<file path="src/rtp_pkg.sv">
/*
 * Shared constants of the timed pattern output port: register byte
 * addresses, field positions, writable masks, reset values and widths.
 * Assumes a 16-bit APB byte address space with one 32-bit word per register.
 */
package rtp_pkg;

  // ***************************************************************
  // Register byte addresses
  // ***************************************************************
  localparam logic [15:0] MOD_CTRL_ADDR = 16'hff38;
  localparam logic [15:0] PWM_SEL_ADDR = 16'hff3c;
  localparam logic [15:0] BUF_LOW_ADDR = 16'hffb0;
  localparam logic [15:0] BUF_HIGH_ADDR = 16'hffb4;
  localparam logic [15:0] PIN_EN_ADDR = 16'hffbc;
  localparam logic [15:0] PORT_CTRL_ADDR = 16'hffc0;
  localparam logic [15:0] LATCH_STAT_ADDR = 16'hffc4;

  // ***************************************************************
  // Field positions
  // ***************************************************************
  localparam int OUT_SEL_BIT = 7;
  localparam int EVEN_PWM_BIT = 6;
  localparam int ODD_PWM_BIT = 5;
  localparam int INVERT_BIT = 4;
  localparam int OUT_EN_BIT = 7;
  localparam int WIDTH_SEL_BIT = 5;
  localparam int PWM_SRC_BIT = 0;

  // ***************************************************************
  // Writable masks and reset values
  // ***************************************************************
  localparam logic [7:0] MOD_CTRL_MASK = 8'hf0;
  localparam logic [7:0] PIN_EN_MASK = 8'h3f;
  localparam logic [7:0] PORT_CTRL_MASK = 8'ha0;
  localparam logic [7:0] PWM_SEL_MASK = 8'h01;
  localparam logic [7:0] MOD_CTRL_RST = 8'h00;
  localparam logic [7:0] PIN_EN_RST = 8'h00;
  localparam logic [7:0] PORT_CTRL_RST = 8'h00;
  localparam logic [7:0] PWM_SEL_RST = 8'h00;
  localparam logic [3:0] BUF_LOW_RST = 4'h0;
  localparam logic [1:0] BUF_HIGH_RST = 2'h0;
  localparam logic [5:0] LATCH_RST = 6'h00;

  // ***************************************************************
  // Widths
  // ***************************************************************
  localparam int PIN_COUNT = 6;
  localparam int LOW_WIDTH = 4;
  localparam int HIGH_WIDTH = 2;

endpackage

</file>
<file path="src/mix_if.sv">
/*
 * Carrier between the port core and its per-pin output mixer.
 * Assumes both ends sit in the same clock domain.
 */
interface mix_if;
  logic [5:0] latch;
  logic [5:0] pin_en;
  logic [5:0] timer_out;
  logic out_sel;
  logic even_pwm;
  logic odd_pwm;
  logic invert;
  logic pwm_src;
  logic [5:0] pin_level;

  modport core (
    output latch, pin_en, timer_out, out_sel, even_pwm, odd_pwm, invert, pwm_src,
    input pin_level
  );
  modport mixer (
    input latch, pin_en, timer_out, out_sel, even_pwm, odd_pwm, invert, pwm_src,
    output pin_level
  );
endinterface

</file>
<file path="src/rtp_port.sv">
/*
 * Timed pattern output port: APB register slave, pattern buffer, output
 * latch loaded on the timer trigger, and registered pattern pins.
 * Assumes pclk at 100 MHz, inputs synchronous to pclk, and a one-cycle
 * trigger pulse from the timer.
 */
// Register access over APB is this design's own decision.
// Operation
// - Buffer is a four-bit low and two-bit high register
// - Four-bit mode uses low only, upper invalid
// - Six-bit write to either address sets both
// - Six-bit read of either returns combined pattern
// - High buffer holds only two bits
// - One enable bit per pin, one enables
// - Reset clears enable and modulation registers
// - Enables apply at trigger while output enabled
// - Select bit picks timer or pattern source
// - Bit 6 modulates even pattern outputs
// - Bit 5 modulates odd pattern outputs
// - Bit 4 inverts driven pattern
// - PWM signal comes from timer outputs
// - Modulation and inversion only when pattern selected
// - Trigger copies buffer to latch when enabled
// - Width select picks six or four bits
module rtp_port
  import rtp_pkg::*;
(
  // Clock and reset
  input wire logic pclk,
  input wire logic presetn,
  // APB slave
  input wire logic psel,
  input wire logic penable,
  input wire logic pwrite,
  input wire logic [15:0] paddr,
  input wire logic [31:0] pwdata,
  output logic [31:0] prdata,
  output logic pready,
  output logic pslverr,
  // Timer side
  input wire logic timer01_interrupt_event,
  input wire logic [5:0] inverter_timer_out,
  // Pattern pins
  output logic [5:0] pattern_pin
);

  // ***************************************************************
  // Declarations
  // ***************************************************************
  logic [7:0] mod_ctrl_reg;
  logic [7:0] pwm_sel_reg;
  logic [7:0] pin_en_reg;
  logic [5:0] pin_en_active_reg;
  logic [7:0] port_ctrl_reg;
  logic [3:0] buf_low_reg;
  logic [1:0] buf_high_reg;
  logic [5:0] latch_reg;
  logic [5:0] pin_reg;
  logic [31:0] prdata_reg;
  logic pready_reg;
  logic pslverr_reg;
  logic access;
  logic wr_fire;
  logic addr_hit;
  logic six_bit;
  logic out_en;
  logic arm;
  logic [31:0] read_value;
  logic [5:0] pattern_next;

  mix_if mix ();

  // ***************************************************************
  // APB handshake: one wait state, write commits with pready high
  // ***************************************************************
  assign access = psel & penable;
  assign wr_fire = access & pwrite & pready_reg;
  assign six_bit = port_ctrl_reg[WIDTH_SEL_BIT];
  assign out_en = port_ctrl_reg[OUT_EN_BIT];
  assign arm = out_en & timer01_interrupt_event;

  always_comb begin
    addr_hit = 1'b1;
    read_value = 32'h0000_0000;
    unique case (paddr)
      MOD_CTRL_ADDR: read_value = {24'h00_0000, mod_ctrl_reg};
      PWM_SEL_ADDR: read_value = {24'h00_0000, pwm_sel_reg};
      PIN_EN_ADDR: read_value = {24'h00_0000, pin_en_reg};
      PORT_CTRL_ADDR: read_value = {24'h00_0000, port_ctrl_reg};
      LATCH_STAT_ADDR: read_value = {26'h000_0000, latch_reg};
      BUF_LOW_ADDR, BUF_HIGH_ADDR: begin
        if (six_bit) begin
          read_value = {26'h000_0000, buf_high_reg, buf_low_reg};
        end else if (paddr == BUF_LOW_ADDR) begin
          read_value = {28'h000_0000, buf_low_reg};
        end else begin
          read_value = {30'h0000_0000, buf_high_reg};
        end
      end
      default: addr_hit = 1'b0;
    endcase
  end

  always_ff @(posedge pclk or negedge presetn) begin
    if (!presetn) begin
      pready_reg <= 1'b0;
    end else begin
      pready_reg <= access & ~pready_reg;
    end
  end

  always_ff @(posedge pclk or negedge presetn) begin
    if (!presetn) begin
      prdata_reg <= 32'h0000_0000;
    end else if (access & ~pready_reg & ~pwrite) begin
      prdata_reg <= read_value;
    end
  end

  always_ff @(posedge pclk or negedge presetn) begin
    if (!presetn) begin
      pslverr_reg <= 1'b0;
    end else begin
      pslverr_reg <= access & ~pready_reg & ~addr_hit;
    end
  end

  // ***************************************************************
  // Control registers
  // ***************************************************************
  always_ff @(posedge pclk or negedge presetn) begin
    if (!presetn) begin
      mod_ctrl_reg <= MOD_CTRL_RST;
      pin_en_reg <= PIN_EN_RST;
      port_ctrl_reg <= PORT_CTRL_RST;
      pwm_sel_reg <= PWM_SEL_RST;
    end else if (wr_fire) begin
      if (paddr == MOD_CTRL_ADDR) begin
        mod_ctrl_reg <= pwdata[7:0] & MOD_CTRL_MASK;
      end
      if (paddr == PIN_EN_ADDR) begin
        pin_en_reg <= pwdata[7:0] & PIN_EN_MASK;
      end
      if (paddr == PORT_CTRL_ADDR) begin
        port_ctrl_reg <= pwdata[7:0] & PORT_CTRL_MASK;
      end
      if (paddr == PWM_SEL_ADDR) begin
        pwm_sel_reg <= pwdata[7:0] & PWM_SEL_MASK;
      end
    end
  end

  // Enables follow writes at once only while output is disabled
  always_ff @(posedge pclk or negedge presetn) begin
    if (!presetn) begin
      pin_en_active_reg <= PIN_EN_RST[5:0];
    end else if (!out_en || timer01_interrupt_event) begin
      pin_en_active_reg <= pin_en_reg[5:0];
    end
  end

  // ***************************************************************
  // Pattern buffer
  // ***************************************************************
  always_ff @(posedge pclk or negedge presetn) begin
    if (!presetn) begin
      buf_low_reg <= BUF_LOW_RST;
      buf_high_reg <= BUF_HIGH_RST;
    end else if (wr_fire && (paddr == BUF_LOW_ADDR || paddr == BUF_HIGH_ADDR)) begin
      if (six_bit) begin
        buf_low_reg <= pwdata[3:0];
        buf_high_reg <= pwdata[5:4];
      end else if (paddr == BUF_LOW_ADDR) begin
        buf_low_reg <= pwdata[3:0];
      end
    end
  end

  // ***************************************************************
  // Output latch and pins
  // ***************************************************************
  assign pattern_next = six_bit ? {buf_high_reg, buf_low_reg} : {latch_reg[5:4], buf_low_reg};

  always_ff @(posedge pclk or negedge presetn) begin
    if (!presetn) begin
      latch_reg <= LATCH_RST;
    end else if (arm) begin
      latch_reg <= pattern_next;
    end
  end

  assign mix.latch = latch_reg;
  assign mix.pin_en = pin_en_active_reg;
  assign mix.timer_out = inverter_timer_out;
  assign mix.out_sel = mod_ctrl_reg[OUT_SEL_BIT];
  assign mix.even_pwm = mod_ctrl_reg[EVEN_PWM_BIT];
  assign mix.odd_pwm = mod_ctrl_reg[ODD_PWM_BIT];
  assign mix.invert = mod_ctrl_reg[INVERT_BIT];
  assign mix.pwm_src = pwm_sel_reg[PWM_SRC_BIT];

  pin_mixer u_mixer (
    .m(mix.mixer)
  );

  always_ff @(posedge pclk or negedge presetn) begin
    if (!presetn) begin
      pin_reg <= LATCH_RST;
    end else begin
      pin_reg <= mix.pin_level;
    end
  end

  assign prdata = prdata_reg;
  assign pready = pready_reg;
  assign pslverr = pslverr_reg;
  assign pattern_pin = pin_reg;
endmodule

</file>
<file path="src/pin_mixer.sv">
/*
 * Per-pin combinational mixer: gates the latched pattern with the pin
 * enables, applies PWM modulation and inversion, and picks the pin source.
 * Assumes the core registers the result before it reaches a pin.
 */
module pin_mixer
  import rtp_pkg::*;
(
  mix_if.mixer m
);

  // ***************************************************************
  // Per-pin mixing
  // ***************************************************************
  for (genvar i = 0; i < PIN_COUNT; i++) begin : g_pin
    logic timer_sig;
    logic pwm_on;
    logic base;
    logic shaped;
    assign timer_sig = m.pwm_src ? m.timer_out[i] : m.timer_out[0];
    assign pwm_on = (i % 2 == 0) ? m.even_pwm : m.odd_pwm;
    assign base = m.pin_en[i] & m.latch[i];
    assign shaped = pwm_on ? (base & timer_sig) : base;
    // Modulation and inversion only matter on the pattern path
    assign m.pin_level[i] = m.out_sel ? (shaped ^ m.invert) : timer_sig;
  end

endmodule

</file>
<file path="config.mk">
export PLATFORM = sky130hd
export DESIGN_NAME = rtp_port
export DESIGN_NICKNAME = d
export VERILOG_FILES = /design/src/rtp_pkg.sv /design/src/mix_if.sv /design/src/rtp_port.sv /design/src/pin_mixer.sv
export SDC_FILE = /design/constraint.sdc
export NUM_CORES = 1
export LEC_CHECK = 0
export BUFFER_PORTS_ARGS = -buffer_cell sky130_fd_sc_hd__buf_2
export CORE_MARGIN = 8
export CORE_UTILIZATION = 40
export CTS_CLUSTER_DIAMETER = 200
export DETAILED_ROUTE_END_ITERATION = 12
export PLACE_DENSITY_LB_ADDON = 0.3
export SLEW_MARGIN = 20
export SYNTH_ARGS = -nofsm -noshare
export SYNTH_HDL_FRONTEND = slang
export SYNTH_SLANG_ARGS = --single-unit
</file>
<file path="constraint.sdc">
create_clock -name pclk -period 2 [get_ports pclk]
set_clock_uncertainty 0.1 [all_clocks]
set_input_delay 0.4 -clock pclk [delete_from_list [all_inputs] [get_ports pclk]]
set_output_delay 0.4 -clock pclk [all_outputs]
set_load 0.02 [all_outputs]
</file>
==> impl_results.html <==
<table>
<tr><th>Metric</th><th>Value</th></tr>
<tr><th colspan="2">Status</th></tr>
<tr><td>Result of the run</td><td>finished, final reports clean</td></tr>
<tr><th colspan="2">Power and ir drop</th></tr>
<tr><td>Pleak</td><td>0.00150 µW</td></tr>
<tr><td>Cell-internal power</td><td>1390 µW</td></tr>
<tr><td>Power density of the placed cells</td><td>608 nW/µm²</td></tr>
<tr><td>Combinational power share</td><td>0.098</td></tr>
<tr><td>Worst supply voltage drop on vdd</td><td>0.408 mV</td></tr>
<tr><td>Switching part of the total</td><td>0.251</td></tr>
<tr><td>Proportion of power drawn by flip-flops and latches</td><td>0.516</td></tr>
<tr><td>P_sw</td><td>467 µW</td></tr>
<tr><td>Clk pwr share</td><td>0.386</td></tr>
<tr><th colspan="2">Synth</th></tr>
<tr><td>Number of enable-type register cells in the synthesized netlist</td><td>0</td></tr>
<tr><td>Mean instance size in the synthesized netlist</td><td>10.1 µm²</td></tr>
<tr><td>Sequential fraction of the synthesis area</td><td>0.455</td></tr>
<tr><td>Cell count after synthesis</td><td>256</td></tr>
<tr><td>Fraction of registers with async set or reset after synthesis</td><td>1.00</td></tr>
<tr><td>Most instantiated flip-flop cell in the synthesis netlist</td><td>sky130_fd_sc_hd__dfrtp_1</td></tr>
<tr><td>Cell area after technology mapping</td><td>2580 µm²</td></tr>
<tr><td>Yosys warning count</td><td>0</td></tr>
<tr><td>Total of flip-flops plus latches after synthesis</td><td>47</td></tr>
<tr><td>Count of distinct cell types in the synthesized netlist</td><td>42</td></tr>
<tr><th colspan="2">Global route</th></tr>
<tr><td>Via count of the first global-routing pass</td><td>2,108</td></tr>
<tr><td>GR met3 Demand/Resource</td><td>0.0296</td></tr>
<tr><td>GR Util All Layers</td><td>0.142</td></tr>
<tr><td>Remaining global-route overflow</td><td>0</td></tr>
<tr><td>GRT met1 Usage</td><td>0.178</td></tr>
<tr><td>First-pass GRT wire length</td><td>10.3 mm</td></tr>
<tr><td>Antenna violations before repair</td><td>0</td></tr>
<tr><td>Grt met2 use</td><td>0.236</td></tr>
<tr><td>Global routing's busiest layer</td><td>met2</td></tr>
<tr><td>Maximum number of pins on one net before global-route repair</td><td>28</td></tr>
<tr><th colspan="2">Layout</th></tr>
<tr><td>Number of flip-flops in the largest register</td><td>8</td></tr>
<tr><td>Util after Layout</td><td>0.484</td></tr>
<tr><td>Commonest cells after routing, fill and taps aside</td><td>sky130_fd_sc_hd__buf_2 (51), sky130_fd_sc_hd__dfrtp_1 (47), sky130_fd_sc_hd__nand2_1 (28)</td></tr>
<tr><td>Post-layout nets</td><td>381</td></tr>
<tr><td>Layout area overhead</td><td>18.3%</td></tr>
<tr><td>Post-Layout Cell Count</td><td>399</td></tr>
<tr><td>Ratio of cells with drive above 1 in the final layout</td><td>0.348</td></tr>
<tr><td>Most common cell after layout, fill and taps aside</td><td>sky130_fd_sc_hd__buf_2</td></tr>
<tr><td>Ant diodes</td><td>0</td></tr>
<tr><th colspan="2">Setup path</th></tr>
<tr><td>Slowest-stage cell, CP</td><td>sky130_fd_sc_hd__dfrtp_1</td></tr>
<tr><td>Beginning of the worst register-to-register path</td><td>pready</td></tr>
<tr><td>Critical path capture point</td><td>prdata[0]</td></tr>
<tr><td>Data arrival time at the worst-slack endpoint</td><td>1.91 ns</td></tr>
<tr><td>Reg-to-reg critical path endpoint</td><td>prdata[0]</td></tr>
<tr><td>Maximum net fanout on the critical path</td><td>6</td></tr>
<tr><td>Start point of the critical path</td><td>pready</td></tr>
<tr><td>Path type of the worst setup path</td><td>reg -&gt; reg</td></tr>
<tr><td>Number of gates on the worst path with buffers counted</td><td>5</td></tr>
<tr><td>WP buf/inv</td><td>0</td></tr>
<tr><td>Worst path max stage delay</td><td>0.40 ns</td></tr>
<tr><td>Data required time of the worst path</td><td>2.09 ns</td></tr>
<tr><td>Cell chain of the critical path</td><td>nand3b_1 -&gt; or2_2 -&gt; a41o_1 -&gt; a211oi_1 -&gt; a22oi_1</td></tr>
<tr><td>Worst-case register-to-register setup slack</td><td>0.18 ns</td></tr>
<tr><td>Critical path's top delay family</td><td>compound AO/OA/AOI/OAI gates</td></tr>
<tr><td>Worst Setup End Kind</td><td>register</td></tr>
<tr><td>Startpoint types</td><td>register</td></tr>
<tr><td>Path depth of the worst reg2reg path</td><td>5</td></tr>
<tr><th colspan="2">CTS</th></tr>
<tr><td>Clock Latency Late Sink</td><td>0.31 ns</td></tr>
<tr><td>Clock root cell</td><td>sky130_fd_sc_hd__clkbuf_8</td></tr>
<tr><td>Number of clock sinks</td><td>47</td></tr>
<tr><td>Count of H-tree levels built during CTS</td><td>2</td></tr>
<tr><td>Number of buffers added by the clock tree synthesis step</td><td>5</td></tr>
<tr><td>Clock transition at path regs</td><td>0.09 ns</td></tr>
<tr><td># Post-CTS Setup Buffers</td><td>0</td></tr>
<tr><td>Clock tree from TritonCTS</td><td>done</td></tr>
<tr><td>CTS max path bufs</td><td>2</td></tr>
<tr><th colspan="2">Run</th></tr>
<tr><td>Number of max-cap violations</td><td>0</td></tr>
<tr><th colspan="2">Placed design</th></tr>
<tr><td>Routability congestion estimate</td><td>0.853</td></tr>
<tr><td>Post-detail-place hpwl</td><td>5.09 mm</td></tr>
<tr><td>Total of buffers placed on input and output ports</td><td>51</td></tr>
<tr><td>Instance count after placement with tap cells included</td><td>390</td></tr>
<tr><th colspan="2">Timing</th></tr>
<tr><td>Worst slack on hold paths</td><td>0.196 ns</td></tr>
<tr><td>Final setup violation count</td><td>0</td></tr>
<tr><td>Max Clock Freq</td><td>550 MHz</td></tr>
<tr><td>Unrepaired setup endpoints after global routing</td><td>false</td></tr>
<tr><td>Slew Limit Fails</td><td>0</td></tr>
<tr><td>Number of failing hold endpoints at the final stage</td><td>0</td></tr>
<tr><td>Setup Total Neg Slack</td><td>0 ns</td></tr>
<tr><td>Share of the clock period used by the worst path after layout</td><td>0.910</td></tr>
<tr><td>Post-layout min period</td><td>1.82 ns</td></tr>
<tr><th colspan="2">Floorplan</th></tr>
<tr><td>Die Area</td><td>9280 µm²</td></tr>
<tr><td>Chip height</td><td>96.4 µm</td></tr>
<tr><td>Cell row count</td><td>29</td></tr>
<tr><td>Core footprint</td><td>6310 µm²</td></tr>
<tr><td>Initial cell density of the core</td><td>0.409</td></tr>
<tr><td>Die width</td><td>96.4 µm</td></tr>
<tr><td>Number of placed I/O pins</td><td>100</td></tr>
<tr><th colspan="2">Routing</th></tr>
<tr><td>Vias per std cell</td><td>5.15</td></tr>
<tr><td>Routed length per placed instance</td><td>15.9 µm</td></tr>
<tr><td>Total routed wirelength</td><td>6.33 mm</td></tr>
<tr><td>TritonRoute pass-1 iters</td><td>4</td></tr>
<tr><td>Overall via count from detail_route</td><td>2,056</td></tr>
<tr><td>DR DRC count</td><td>0</td></tr>
<tr><td>Antenna violation net count after detailed routing</td><td>0</td></tr>
<tr><td>First-iteration detailed-routing DRC count</td><td>109</td></tr>
<tr><th colspan="2">Hold path</th></tr>
<tr><td>Type of the most critical hold path</td><td>in -&gt; reg</td></tr>
<tr><td>Min-Delay Startpoint</td><td>pwdata[6]</td></tr>
</table>
-- power by group through the flow --
stage,Sequential [µW],Clock (µW),Combinational [µW]
global route,959,771,202
global placement,977,0,178
detailed placement,977,0,181
CTS,958,733,183
floorplan,985,0,119
finish,958,718,182
-- routing by layer --
| metal | routed length, µm | share of wire |
|---|---|---|
| met1 | 2800 | 0.44 |
| met4 | 74 | 0.012 |
| met3 | 439 | 0.069 |
| met5 | 0 | 0 |
| met2 | 3020 | 0.48 |
-- stage by stage --
step	total power, µW	cell area (µm²)	setup WS [ns]
2_1_floorplan	1100	2670	0.0553
3_3_place_gp	1160	2930	0.0517
3_5_place_dp	1160	2930	0.0295
4_1_cts	1870	3060	0.157
5_1_grt	1930	3060	0.0477
6_report	1860	3060	0.180
-- synthesized netlist by cell type, drive strengths merged, types with 3 or more instances --
cell type	count	share of area
dfrtp	47	0.46
nand2	30	0.046
buf	27	0.079
mux2	27	0.12
a21oi	17	0.033
o21ai	17	0.033
nor2	12	0.017
nand3	11	0.021
clkbuf	7	0.010
inv	7	0.010
a22oi	6	0.017
mux2i	5	0.019
nor4	5	0.020
nor2b	4	0.0097
nor3	4	0.0097
a41o	3	0.012
and4	3	0.010
nand4	3	0.0073
-- tightest hold or removal path: cells and delay by family --
family / cells / cell delay [ns]
AOI/OAI and AO/OA: 1 / 0.06
buffers and inverters: 1 / 0.08
and+or+nand+nor: 1 / 0.04
-- cells by family (layout without fill, tap and decap cells) --
family,Yosys count,in the layout,synth area share
mux,32,32,0.143
simple gates,84,84,0.181
other cells,1,24,0.00145
flops,47,47,0.455
compound gates,51,51,0.120
buf+inv,41,84,0.0993
-- worst min path at each step --
stage,endpoint,slack (ns),cells after the start
final,mod_ctrl_reg[6],0.20,3
after CTS,mod_ctrl_reg[6],0.19,3
after global placement,pin_en_reg[4],0.29,1
after detailed placement,mix.pin_en[4],0.29,1
after floorplan,buf_high_reg[0],0.004,0
after global routing,buf_low_reg[2],0.23,2
-- layout make-up --
| type | count | area [µm²] |
|---|---|---|
| clock buffer | 5 | 68.8 |
| fill | 628 | 3260 |
| tap | 77 | 96.3 |
| multi-input combinational | 191 | 1240 |
| inverter | 7 | 26.3 |
| clock inverter | 3 | 46.3 |
| sequential | 47 | 1180 |
| timing repair buffer | 69 | 405 |
-- what timing repair did --
action | in CTS | in global routing
hold endpoints to repair | 20 | 0
resized for setup | 0 | 0
hold buffers | 1 | 0
(Power assumes the default switching activity.)
